===== config.mk =====
export PLATFORM = sky130hd
export DESIGN_NAME = sfepp_core
export DESIGN_NICKNAME = d
export VERILOG_FILES = /design/src/logic/sfepp_pkg.sv /design/src/logic/sfepp_link_sync.sv /design/src/logic/sfepp_timer.sv /design/src/logic/sfepp_core.sv
export VERILOG_INCLUDE_DIRS = /design/src /design/src/logic
export SDC_FILE = /design/constraint.sdc
export NUM_CORES = 2
export LEC_CHECK = 0
export ABC_CLOCK_PERIOD_IN_PS = 6300
export BUFFER_PORTS_ARGS = -buffer_cell sky130_fd_sc_hd__buf_2
export CAP_MARGIN = 40
export CELL_PAD_IN_SITES_DETAIL_PLACEMENT = 1
export CELL_PAD_IN_SITES_GLOBAL_PLACEMENT = 2
export CORE_ASPECT_RATIO = 0.7
export CORE_MARGIN = 5
export CORE_UTILIZATION = 35
export CTS_BUF_LIST = sky130_fd_sc_hd__clkbuf_16
export CTS_CLUSTER_SIZE = 30
export DETAILED_ROUTE_END_ITERATION = 10
export GPL_TIMING_DRIVEN = 0
export PLACE_DENSITY_LB_ADDON = 0.1
export SLEW_MARGIN = 20
export SYNTH_ARGS = -nofsm -noshare
export SYNTH_HDL_FRONTEND = slang
export SYNTH_HIERARCHICAL = 1
export SYNTH_SLANG_ARGS = --single-unit

===== constraint.sdc =====
create_clock -name i_clk -period 6.3 [get_ports i_clk]
set_input_delay 1.26 -clock i_clk [delete_from_list [all_inputs] [get_ports i_clk]]
set_output_delay 1.26 -clock i_clk [all_outputs]
set_load 0.05 [all_outputs]

===== src/logic/sfepp_defs.svh =====
// command codes, field positions and timing figures for the flash sequencer
// assumes a 40 MHz core clock; long cycle times become top-level parameters
// Function
// - block erase sets the addressed 64K-byte block to ones, only after write enable
// - block erase is code, 3-byte address, then chip select high; any address selects
// - erase rejected unless chip select rises right after last address byte
// - code takes 8 clocks single-line or 2 in four-line mode; upper lines ignored
// - valid erase/program starts timed cycle; busy reads one, then clears with latch
// - block erase never runs on a block covered by the protect bits
// - chip erase is code only, needs write enable, sets whole array to ones
// - chip erase runs only when all four protect bits are zero
// - page program clears bits to zero and needs write enable first
// - over 256 data bytes: only the last 256 are programmed
// - data past page end wraps to the page's first byte
// - up to 256 bytes program from start address; rest of page unchanged
// - page program: code, 3-byte address, at least one byte, ends on byte boundary
// - program never runs on a page inside the protected region
// - four-line program needs write enable and quad enable; address, data on four lines
// - four-line program only offered in single-line command mode
// - power-down is code only, runs only if chip select rises on the boundary
// - after valid power-down, wait the entry delay then enter power-down
// - in power-down every command but release is ignored
// - release command or reset returns power-down to standby
// - otp enter makes read and program target the 4K-bit otp region
// - in otp mode status/security writes refused; locked region takes only reads
// - otp exit command returns to main array access
// - in otp mode main array access is blocked
`ifndef SFEPP_DEFS_SVH
`define SFEPP_DEFS_SVH

`define SFEPP_CMD_BLOCK64_ERASE   8'hd8
`define SFEPP_CMD_CHIP_ERASE_A    8'h60
`define SFEPP_CMD_CHIP_ERASE_B    8'hc7
`define SFEPP_CMD_PAGE_WRITE      8'h02
`define SFEPP_CMD_QUAD_PAGE_WRITE 8'h38
`define SFEPP_CMD_POWER_DOWN      8'hb9
`define SFEPP_CMD_POWER_RELEASE   8'hab
`define SFEPP_CMD_OTP_ENTER       8'hb1
`define SFEPP_CMD_OTP_EXIT        8'hc1
`define SFEPP_CMD_WRITE_ENABLE    8'h06

`define SFEPP_ADDR_BYTES          2'h3
`define SFEPP_PAGE_BYTES          256
`define SFEPP_BLOCKS              256
`define SFEPP_OTP_ADDR_MSB        9

`define SFEPP_CLK_MHZ             40
`define SFEPP_BLOCK_ERASE_US      1000
`define SFEPP_ARRAY_ERASE_US      20000
`define SFEPP_PAGE_WRITE_US       500
`define SFEPP_POWER_DOWN_NS       3000

`endif


===== src/logic/sfepp_pkg.sv =====
// types shared by the flash sequencer and its link sampler
// no assumptions beyond the defs header
package sfepp_pkg;

  typedef enum logic [1:0] {
    sfepp_op_block_erase,
    sfepp_op_chip_erase,
    sfepp_op_program
  } sfepp_op_type;

  typedef struct packed {
    logic         sclk_rise;
    logic         cs_rise;
    logic         cs_fall;
    logic [3:0]   sio;
  } sfepp_link_type;

  typedef struct packed {
    logic         valid;
    sfepp_op_type op;
    logic         otp;
    logic [23:0]  addr;
    logic [7:0]   data;
  } sfepp_mem_type;

endpackage


===== src/logic/sfepp_link_sync.sv =====
// synchronises chip select, serial clock and the four data lines, finds edges
// assumes the link clock runs well below a quarter of i_clk
`timescale 1ns/1ps
module sfepp_link_sync (
  input  wire logic                    i_clk,
  input  wire logic                    i_rstn,
  input  wire logic                    i_cs_n,
  input  wire logic                    i_sclk,
  input  wire logic [3:0]              i_sio,
  output sfepp_pkg::sfepp_link_type    o_link
);
  import sfepp_pkg::*;

  logic [5:0] meta;
  logic [5:0] sync;
  logic [1:0] last;

  always_ff @(posedge i_clk) begin
    if (!i_rstn) begin
      // idle levels: chip select high, serial clock low, so no false edge follows reset
      meta <= 6'h01;
      sync <= 6'h01;
    end else begin
      meta <= {i_sio, i_sclk, i_cs_n};
      sync <= meta;
    end
  end

  always_ff @(posedge i_clk) begin
    if (!i_rstn) begin
      last <= 2'h1;
    end else begin
      last <= sync[1:0];
    end
  end

  // data rides the same two stages as the clock, so it is aligned to the edge
  always_comb begin
    o_link.sclk_rise = sync[1] & ~last[1] & ~sync[0];
    o_link.cs_rise   = sync[0] & ~last[0];
    o_link.cs_fall   = ~sync[0] & last[0];
    o_link.sio       = sync[5:2];
  end
endmodule


===== src/logic/sfepp_timer.sv =====
// down-counter for the self-timed cycles and the power-down entry delay
// a load while running restarts the count
`timescale 1ns/1ps
module sfepp_timer #(
  parameter int W = 32
) (
  input  wire logic         i_clk,
  input  wire logic         i_rstn,
  input  wire logic         i_load,
  input  wire logic [W-1:0] i_count,
  output logic              o_done,
  output logic              o_running
);
  logic [W-1:0] left;

  always_ff @(posedge i_clk) begin
    if (!i_rstn) begin
      left      <= '0;
      o_running <= 1'b0;
      o_done    <= 1'b0;
    end else if (i_load) begin
      left      <= i_count;
      o_running <= 1'b1;
      o_done    <= 1'b0;
    end else if (o_running) begin
      left      <= left - W'(1);
      o_done    <= (left == W'(1));
      o_running <= (left != W'(1));
    end else begin
      o_done <= 1'b0;
    end
  end
endmodule


===== src/logic/sfepp_core.sv =====
// command decoder and self-timed sequencer of the serial flash
// assumes the array behind o_mem applies each request at once; status bits are pins
`timescale 1ns/1ps
`include "sfepp_defs.svh"
module sfepp_core #(
  parameter int BLOCK_ERASE_US = `SFEPP_BLOCK_ERASE_US,
  parameter int ARRAY_ERASE_US = `SFEPP_ARRAY_ERASE_US,
  parameter int PAGE_WRITE_US  = `SFEPP_PAGE_WRITE_US
) (
  input  wire logic              i_clk,
  input  wire logic              i_rstn,
  input  wire logic              i_cs_n,
  input  wire logic              i_sclk,
  input  wire logic [3:0]        i_sio,
  input  wire logic              i_four_line_command_mode,
  input  wire logic              i_quad_enable_bit,
  input  wire logic [3:0]        i_protect_bits,
  input  wire logic              i_otp_lockdown_bit,
  output logic                   o_busy_flag,
  output logic                   o_write_enable_latch,
  output logic                   o_power_down,
  output logic                   o_otp_mode,
  output logic                   o_reg_write_allowed,
  output sfepp_pkg::sfepp_mem_type o_mem
);
  import sfepp_pkg::*;

  localparam int BE_CYC = BLOCK_ERASE_US * `SFEPP_CLK_MHZ;
  localparam int CE_CYC = ARRAY_ERASE_US * `SFEPP_CLK_MHZ;
  localparam int PP_CYC = PAGE_WRITE_US * `SFEPP_CLK_MHZ;
  localparam int DP_CYC = (`SFEPP_POWER_DOWN_NS * `SFEPP_CLK_MHZ + 999) / 1000;

  typedef enum logic [2:0] {st_idle, st_cmd, st_addr, st_data, st_done, st_skip} sfepp_frame_type;

  sfepp_link_type  link;
  sfepp_frame_type state;
  logic [7:0]      shift;
  logic [7:0]      next_shift;
  logic [3:0]      bits;
  logic [3:0]      next_bits;
  logic            byte_done;
  logic            wide;
  logic [7:0]      cmd;
  logic [7:0]      next_cmd_state;
  logic [1:0]      nbytes;
  logic [23:0]     addr;
  logic [7:0]      wr_idx;
  logic            has_data;
  logic            quad_frame;
  logic [7:0]      page_data [`SFEPP_PAGE_BYTES];
  logic [`SFEPP_PAGE_BYTES-1:0] page_mask;
  logic            frame_ok;
  logic            start_be;
  logic            start_ce;
  logic            start_pp;
  logic            start_any;
  logic            dp_exec;
  logic            rdp_exec;
  logic            dp_pending;
  logic            timer_load;
  logic [31:0]     timer_count;
  logic            timer_done;
  logic            timer_running;
  logic            streaming;
  logic [8:0]      stream_idx;
  logic            cur_otp;
  sfepp_op_type    cur_op;

  sfepp_link_sync u_sync (
    .i_clk  (i_clk),
    .i_rstn (i_rstn),
    .i_cs_n (i_cs_n),
    .i_sclk (i_sclk),
    .i_sio  (i_sio),
    .o_link (link)
  );

  sfepp_timer #(.W(32)) u_timer (
    .i_clk     (i_clk),
    .i_rstn    (i_rstn),
    .i_load    (timer_load),
    .i_count   (timer_count),
    .o_done    (timer_done),
    .o_running (timer_running)
  );

  // highest blocks are protected first; size doubles per protect-bit step
  function automatic logic blk_protected(input logic [3:0] bp, input logic [7:0] blk);
    logic [8:0] span;
    span = 9'h1 << (bp - 4'h1);
    if (bp == 4'h0) begin
      return 1'b0;
    end else if (bp >= 4'h9) begin
      return 1'b1;
    end
    return ({1'b0, blk} >= (9'(`SFEPP_BLOCKS) - span));
  endfunction

  // command code uses four lines only in four-line mode; upper lines ignored otherwise
  always_comb begin
    wide = (state == st_cmd) ? i_four_line_command_mode : (i_four_line_command_mode | quad_frame);
    if (wide) begin
      next_shift = {shift[3:0], link.sio};
      next_bits  = bits + 4'h4;
    end else begin
      next_shift = {shift[6:0], link.sio[0]};
      next_bits  = bits + 4'h1;
    end
    byte_done = (next_bits == 4'h8);
  end

  // next state once the command byte is in
  always_comb begin
    next_cmd_state = 8'(st_skip);
    if (o_power_down) begin
      if (next_shift == `SFEPP_CMD_POWER_RELEASE) next_cmd_state = 8'(st_done);
    end else begin
      case (next_shift)
        `SFEPP_CMD_BLOCK64_ERASE,
        `SFEPP_CMD_PAGE_WRITE:      next_cmd_state = 8'(st_addr);
        `SFEPP_CMD_QUAD_PAGE_WRITE: next_cmd_state = i_four_line_command_mode ? 8'(st_skip) : 8'(st_addr);
        `SFEPP_CMD_CHIP_ERASE_A,
        `SFEPP_CMD_CHIP_ERASE_B,
        `SFEPP_CMD_POWER_DOWN,
        `SFEPP_CMD_OTP_ENTER,
        `SFEPP_CMD_OTP_EXIT,
        `SFEPP_CMD_WRITE_ENABLE:    next_cmd_state = 8'(st_done);
        default:                    next_cmd_state = 8'(st_skip);
      endcase
    end
  end

  always_ff @(posedge i_clk) begin
    if (!i_rstn) begin
      state      <= st_idle;
      shift      <= 8'h00;
      bits       <= 4'h0;
      cmd        <= 8'h00;
      nbytes     <= 2'h0;
      addr       <= 24'h000000;
      wr_idx     <= 8'h00;
      has_data   <= 1'b0;
      quad_frame <= 1'b0;
    end else if (link.cs_fall) begin
      state      <= st_cmd;
      bits       <= 4'h0;
      nbytes     <= 2'h0;
      has_data   <= 1'b0;
      quad_frame <= 1'b0;
    end else if (link.cs_rise) begin
      state <= st_idle;
    end else if (link.sclk_rise) begin
      case (state)
        st_cmd, st_addr, st_data: begin
          shift <= next_shift;
          bits  <= byte_done ? 4'h0 : next_bits;
          if (byte_done && state == st_cmd) begin
            cmd        <= next_shift;
            state      <= sfepp_frame_type'(next_cmd_state[2:0]);
            quad_frame <= (next_shift == `SFEPP_CMD_QUAD_PAGE_WRITE);
          end else if (byte_done && state == st_addr) begin
            addr   <= {addr[15:0], next_shift};
            nbytes <= nbytes + 2'h1;
            if (nbytes == `SFEPP_ADDR_BYTES - 2'h1) begin
              state  <= (cmd == `SFEPP_CMD_BLOCK64_ERASE) ? st_done : st_data;
              wr_idx <= next_shift;
            end
          end else if (byte_done && state == st_data) begin
            wr_idx   <= wr_idx + 8'h01;
            has_data <= 1'b1;
          end
        end
        st_done:  state <= st_skip;
        default:  state <= state;
      endcase
    end
  end

  // page buffer: wrapping index keeps only the last 256 bytes of a long burst
  always_ff @(posedge i_clk) begin
    if (!i_rstn) begin
      page_mask <= '0;
    end else if (link.cs_fall && !o_busy_flag) begin
      page_mask <= '0;
    end else if (link.sclk_rise && byte_done && state == st_data && !o_busy_flag) begin
      page_data[wr_idx] <= next_shift;
      page_mask[wr_idx] <= 1'b1;
    end
  end

  // boundary check: chip select must rise with no partial byte pending
  always_comb begin
    frame_ok = link.cs_rise && (bits == 4'h0) &&
               ((state == st_done) || (state == st_data && has_data));
    start_be = frame_ok && state == st_done && cmd == `SFEPP_CMD_BLOCK64_ERASE && o_write_enable_latch &&
               !o_busy_flag && !o_otp_mode && !blk_protected(i_protect_bits, addr[23:16]);
    start_ce = frame_ok && state == st_done &&
               (cmd == `SFEPP_CMD_CHIP_ERASE_A || cmd == `SFEPP_CMD_CHIP_ERASE_B) && o_write_enable_latch &&
               !o_busy_flag && !o_otp_mode && i_protect_bits == 4'h0;
    start_pp = frame_ok && state == st_data && o_write_enable_latch && !o_busy_flag &&
               (!quad_frame || i_quad_enable_bit) &&
               (o_otp_mode ? (!i_otp_lockdown_bit && addr[23:`SFEPP_OTP_ADDR_MSB] == '0)
                           : !blk_protected(i_protect_bits, addr[23:16]));
    start_any = start_be | start_ce | start_pp;
    dp_exec  = frame_ok && state == st_done && cmd == `SFEPP_CMD_POWER_DOWN && !o_busy_flag;
    rdp_exec = frame_ok && state == st_done && cmd == `SFEPP_CMD_POWER_RELEASE;
    timer_load  = start_any | dp_exec;
    timer_count = start_be ? 32'(BE_CYC) : start_ce ? 32'(CE_CYC) : start_pp ? 32'(PP_CYC) : 32'(DP_CYC);
  end

  // busy and the latch end together when the timed cycle finishes
  always_ff @(posedge i_clk) begin
    if (!i_rstn) begin
      o_busy_flag          <= 1'b0;
      o_write_enable_latch <= 1'b0;
      cur_op               <= sfepp_op_program;
      cur_otp              <= 1'b0;
    end else if (start_any) begin
      o_busy_flag <= 1'b1;
      cur_op      <= start_be ? sfepp_op_block_erase : start_ce ? sfepp_op_chip_erase : sfepp_op_program;
      cur_otp     <= start_pp && o_otp_mode;
    end else if (o_busy_flag && timer_done) begin
      o_busy_flag          <= 1'b0;
      o_write_enable_latch <= 1'b0;
    end else if (frame_ok && state == st_done && cmd == `SFEPP_CMD_WRITE_ENABLE && !o_busy_flag) begin
      o_write_enable_latch <= 1'b1;
    end
  end

  always_ff @(posedge i_clk) begin
    if (!i_rstn) begin
      o_power_down <= 1'b0;
      dp_pending   <= 1'b0;
    end else if (rdp_exec) begin
      o_power_down <= 1'b0;
      dp_pending   <= 1'b0;
    end else if (dp_exec) begin
      dp_pending <= 1'b1;
    end else if (dp_pending && timer_done) begin
      dp_pending   <= 1'b0;
      o_power_down <= 1'b1;
    end
  end

  always_ff @(posedge i_clk) begin
    if (!i_rstn) begin
      o_otp_mode <= 1'b0;
    end else if (frame_ok && state == st_done && !o_busy_flag && cmd == `SFEPP_CMD_OTP_ENTER) begin
      o_otp_mode <= 1'b1;
    end else if (frame_ok && state == st_done && !o_busy_flag && cmd == `SFEPP_CMD_OTP_EXIT) begin
      o_otp_mode <= 1'b0;
    end
  end

  // status and security register writers elsewhere must honour this level
  assign o_reg_write_allowed = !o_otp_mode;

  // array requests: erase is one request, program streams the marked bytes
  always_ff @(posedge i_clk) begin
    if (!i_rstn) begin
      streaming  <= 1'b0;
      stream_idx <= 9'h000;
      o_mem      <= '0;
    end else begin
      o_mem.valid <= 1'b0;
      if (start_be || start_ce) begin
        o_mem.valid <= 1'b1;
        o_mem.op    <= start_be ? sfepp_op_block_erase : sfepp_op_chip_erase;
        o_mem.otp   <= 1'b0;
        o_mem.addr  <= {addr[23:16], 16'h0000};
        o_mem.data  <= 8'hff;
      end else if (start_pp) begin
        // page base is held here so that a frame arriving while busy cannot move it
        streaming  <= 1'b1;
        stream_idx <= 9'h000;
        o_mem.addr <= {addr[23:8], 8'h00};
      end else if (streaming) begin
        o_mem.valid <= page_mask[stream_idx[7:0]];
        o_mem.op    <= sfepp_op_program;
        o_mem.otp   <= cur_otp;
        o_mem.addr  <= {o_mem.addr[23:8], stream_idx[7:0]};
        o_mem.data  <= page_data[stream_idx[7:0]];
        stream_idx  <= stream_idx + 9'h001;
        streaming   <= (stream_idx != 9'h0ff);
      end
    end
  end
endmodule


==> impl_metrics.py <==
metrics = {
    "layout": {
        "drive_above_1_share": 0.247,
        "fin_area_um2": 113000,
        "nets": 6244,
        "areaGrowthSynthToFinish_pct": 16.7,
        "fillers": 26900,
    },
    "yosys": {
        "yosysSeqAreaShare": 0.721,
        "synth_flop_cell": "edfxtp_1",
        "synthesis.area_um2": 97100,
        "ys_top_cells_by_count": "2048 x edfxtp_1, 582 x mux4_2, 422 x dfxtp_1",
        "yosys_warnings": 6,
        "synthArstFlopShare": 0,
        "synth-seq-cells": 2470,
        "ys_types": 98,
        "syn-instance-count": 5583,
        "synth_most_common_cell": "edfxtp_1",
        "syn_avg_cell_area_um2": 17.4,
        "synth_area_leaders": "edfxtp_1 63%, mux4_2 14%, dfxtp_1 8.7%",
        "synth_top_area_cell": "edfxtp_1",
        "synth_top_area_frac": 0.634,
        "synth_edf_count": 2048,
    },
    "timing": {
        "fmax_mhz": 177,
        "hold_viol": 0,
        "skew_ps": 63.2,
        "tightest_slew_ps": 960,
        "setup_ws_ps": 659,
        "holdWs_ps": 411,
        "setup-tns-final_ps": 0,
        "rsz0062_at_grt": "false",
        "finalCritPeriodShare": 0.895,
        "fin_crit_ps": 5640,
        "drv_slew": 0,
        "setup_viol": 0,
        "max_slew_margin": 0.360,
    },
    "setup_path": {
        "crit_path_end": "u_timer/left[13]",
        "r2r-end": "o_mem[6]",
        "cp-end-kind": "flip-flop",
        "cp_max_fo": 10,
        "crit_arrival_ps": 6380,
        "reg2reg_depth": 13,
        "cp-start-kind": "input pin",
        "crit_start": "i_protect_bits[1]",
        "reg2reg_setup_slack_ps": 1080,
        "required_ps": 7040,
        "critPathKind": "input pin to flip-flop",
    },
    "grt": {
        "antenna_found_initial": 34,
        "grt_pass1_wl_um": 462000,
        "grt_max_degree": 117,
        "grtUsageTotal": 0.228,
        "grt_remaining_overflow": 0,
        "grt_pass1_vias": 56300,
    },
    "pwr": {
        "combPwrFrac": 0.007,
        "switching_share": 0.206,
        "p_leak_nw": 35.7,
        "pwr-share-seq": 0.544,
        "power.clock.fraction": 0.449,
        "switchingPower_mw": 6.64,
        "vdd_drop_max_mv": 0.235,
        "p_int_mw": 25.5,
        "powerDensity_nw_per_um2": 284,
    },
    "floorplan": {
        "core_area_um2": 276000,
        "initial_core_util": 0.352,
        "die_h_um": 451,
        "die_area_um2": 288000,
        "die_width_um": 639,
        "io_pins": 56,
        "row_count": 161,
    },
    "detailed_routing": {
        "drtAntennaViolNets": 0,
        "route.detailed.drc": 0,
        "first_iter_violations": 6175,
        "postRouteWirelength_um": 334000,
        "wl_per_cell_um": 33.2,
        "num_vias": 56100,
        "vias_per_cell": 5.57,
        "first_pass_iters": 5,
    },
    "cts": {
        "hold_buffers": 0,
        "cts_tree": "built",
        "cts_resized": 0,
        "clock-sinks": 2470,
        "clockBufferDepth": 4,
        "clk_latency_ps": 920,
        "clock-root-buffer": "clkbuf_16",
        "postCtsSetupBuffers": 0,
        "htreeDepth": 4,
        "cts_made_buffers": 246,
        "path_clk_slew_ps": 60,
    },
    "placement": {
        "preCtsSetupSlack_ps": -235,
        "hpwl_um": 238000,
        "place.port_buffers": 52,
        "place_area_um2": 105000,
        "routabilityCongestion": 0.860,
    },
    "flow_run": {
        "max-cap-violations": 0,
    },
    "status": {
        "status": "finished clean",
    },
    "min_path": {
        "hold_path.class": "flip-flop to flip-flop",
    },
}
## cell usage in the layout, fill, tap and decap left out, types with 26 or more instances in the layout
master	n
nand2_1	364
edfxtp_1	2048
buf_1	26
nand3_1	45
buf_4	205
nor4_1	42
o21ai_1	32
clkbuf_16	250
mux4_2	582
nor3_2	27
clkbuf_1	189
clkinv_1	38
inv_1	94
buf_2	183
nand2b_1	26
buf_16	30
clkinv_2	53
mux2i_1	105
o21ai_0	239
dfxtp_1	422
nor3_1	47
buf_6	54
a22oi_1	181
a21o_1	30
o22ai_1	26
nor2_1	396
a21oi_1	133
clkbuf_2	34
## metal layers
layer | GRT usage | share of wire | up-vias
met1 | 0.372 | 0.49 | 30500
met2 | 0.319 | 0.42 | 1859
met3 | 0.0404 | 0.074 | 309
li1 | - | - | 23500
met5 | 0 | 0 | -
met4 | 0.0369 | 0.016 | 0
## cells by family (layout without fill, tap and decap cells)
group / Yosys count / count (layout) / synth area share
AOI/OAI and AO/OA: 800 / 800 / 0.0529
xor gates and xnor gates: 22 / 22 / 0.00199
adders and majority gates: 22 / 22 / 0.00281
buffers and inverters: 426 / 1228 / 0.0190
DFF: 2470 / 2470 / 0.721
muxes: 710 / 710 / 0.148
other: 1 / 26 / 0.0000386
and+or+nand+nor: 1132 / 1132 / 0.0541
## state kept, by name, summed over array words and instances (netlist names), 6 cells and up, named ones only
name,cells
page_data,2048
page_mask,256
o_mem,36
u_timer/left,32
addr,24
stream_idx,9
cmd,8
wr_idx,8
shift,7
u_sync/meta,6
u_sync/sync,6
## layout make-up
| class | count | area (µm²) | share of cell area |
|---|---|---|---|
| well taps | 3667 | 4590 | 0.0405 |
| repair buffers | 360 | 3510 | 0.0310 |
| diodes | 8 | 20.0 | 0.000177 |
| multi-input cells | 2704 | 25600 | 0.226 |
| plain buffers | 387 | 1760 | 0.0155 |
| clock buffers | 250 | 6260 | 0.0552 |
| flip-flops and latches | 2470 | 69900 | 0.618 |
| inverters | 39 | 184 | 0.00162 |
| clock inverters | 192 | 1430 | 0.0126 |
## stage by stage
stage | total power [mW] | utilization | instances
after floorplan | 18.0 | - | 5600
after detailed placement | 18.1 | 0.380 | 9513
after CTS | 32.5 | 0.408 | 9955
final | 32.2 | 0.411 | 10100
after global placement | 18.1 | 0.370 | 9319
after global routing | 33.2 | 0.411 | 10100
## power by group through the flow
stage	Clock, mW	Combinational, mW	Sequential, mW
2_1_floorplan	0	0.110	17.9
3_3_place_gp	0	0.213	17.9
3_5_place_dp	0	0.234	17.8
4_1_cts	14.8	0.234	17.5
5_1_grt	15.5	0.252	17.5
6_report	14.5	0.234	17.5
## how the worst min path moves through the flow
stage | startpoint | endpoint | slack [ps] | depth (start not counted)
after floorplan | u_sync/meta[0] | u_sync/sync[0] | 390 | 1
after global placement | u_sync/meta[0] | u_sync/sync[0] | 400 | 1
after detailed placement | u_sync/meta[0] | u_sync/sync[0] | 400 | 1
after CTS | u_sync/meta[0] | u_sync/sync[0] | 420 | 1
after global routing | u_sync/meta[0] | u_sync/sync[0] | 440 | 1
final | u_sync/meta[0] | u_sync/sync[0] | 410 | 1
## worst max-delay path: stages
cell and delay [ps]:
buf_2 170, nand2b_1 170, or3_1 360, ha_1 240, inv_1 130, xnor2_1 90
ha_1 290, nand2_1 50, o21ai_0 320, a21oi_1 150, a21oi_2 620, nor2_2 210
nor2_2 630, nand2_1 320, inv_1 190, clkbuf_1 480, clkbuf_1 490, a31oi_1 160
(Power assumes the default switching activity.)
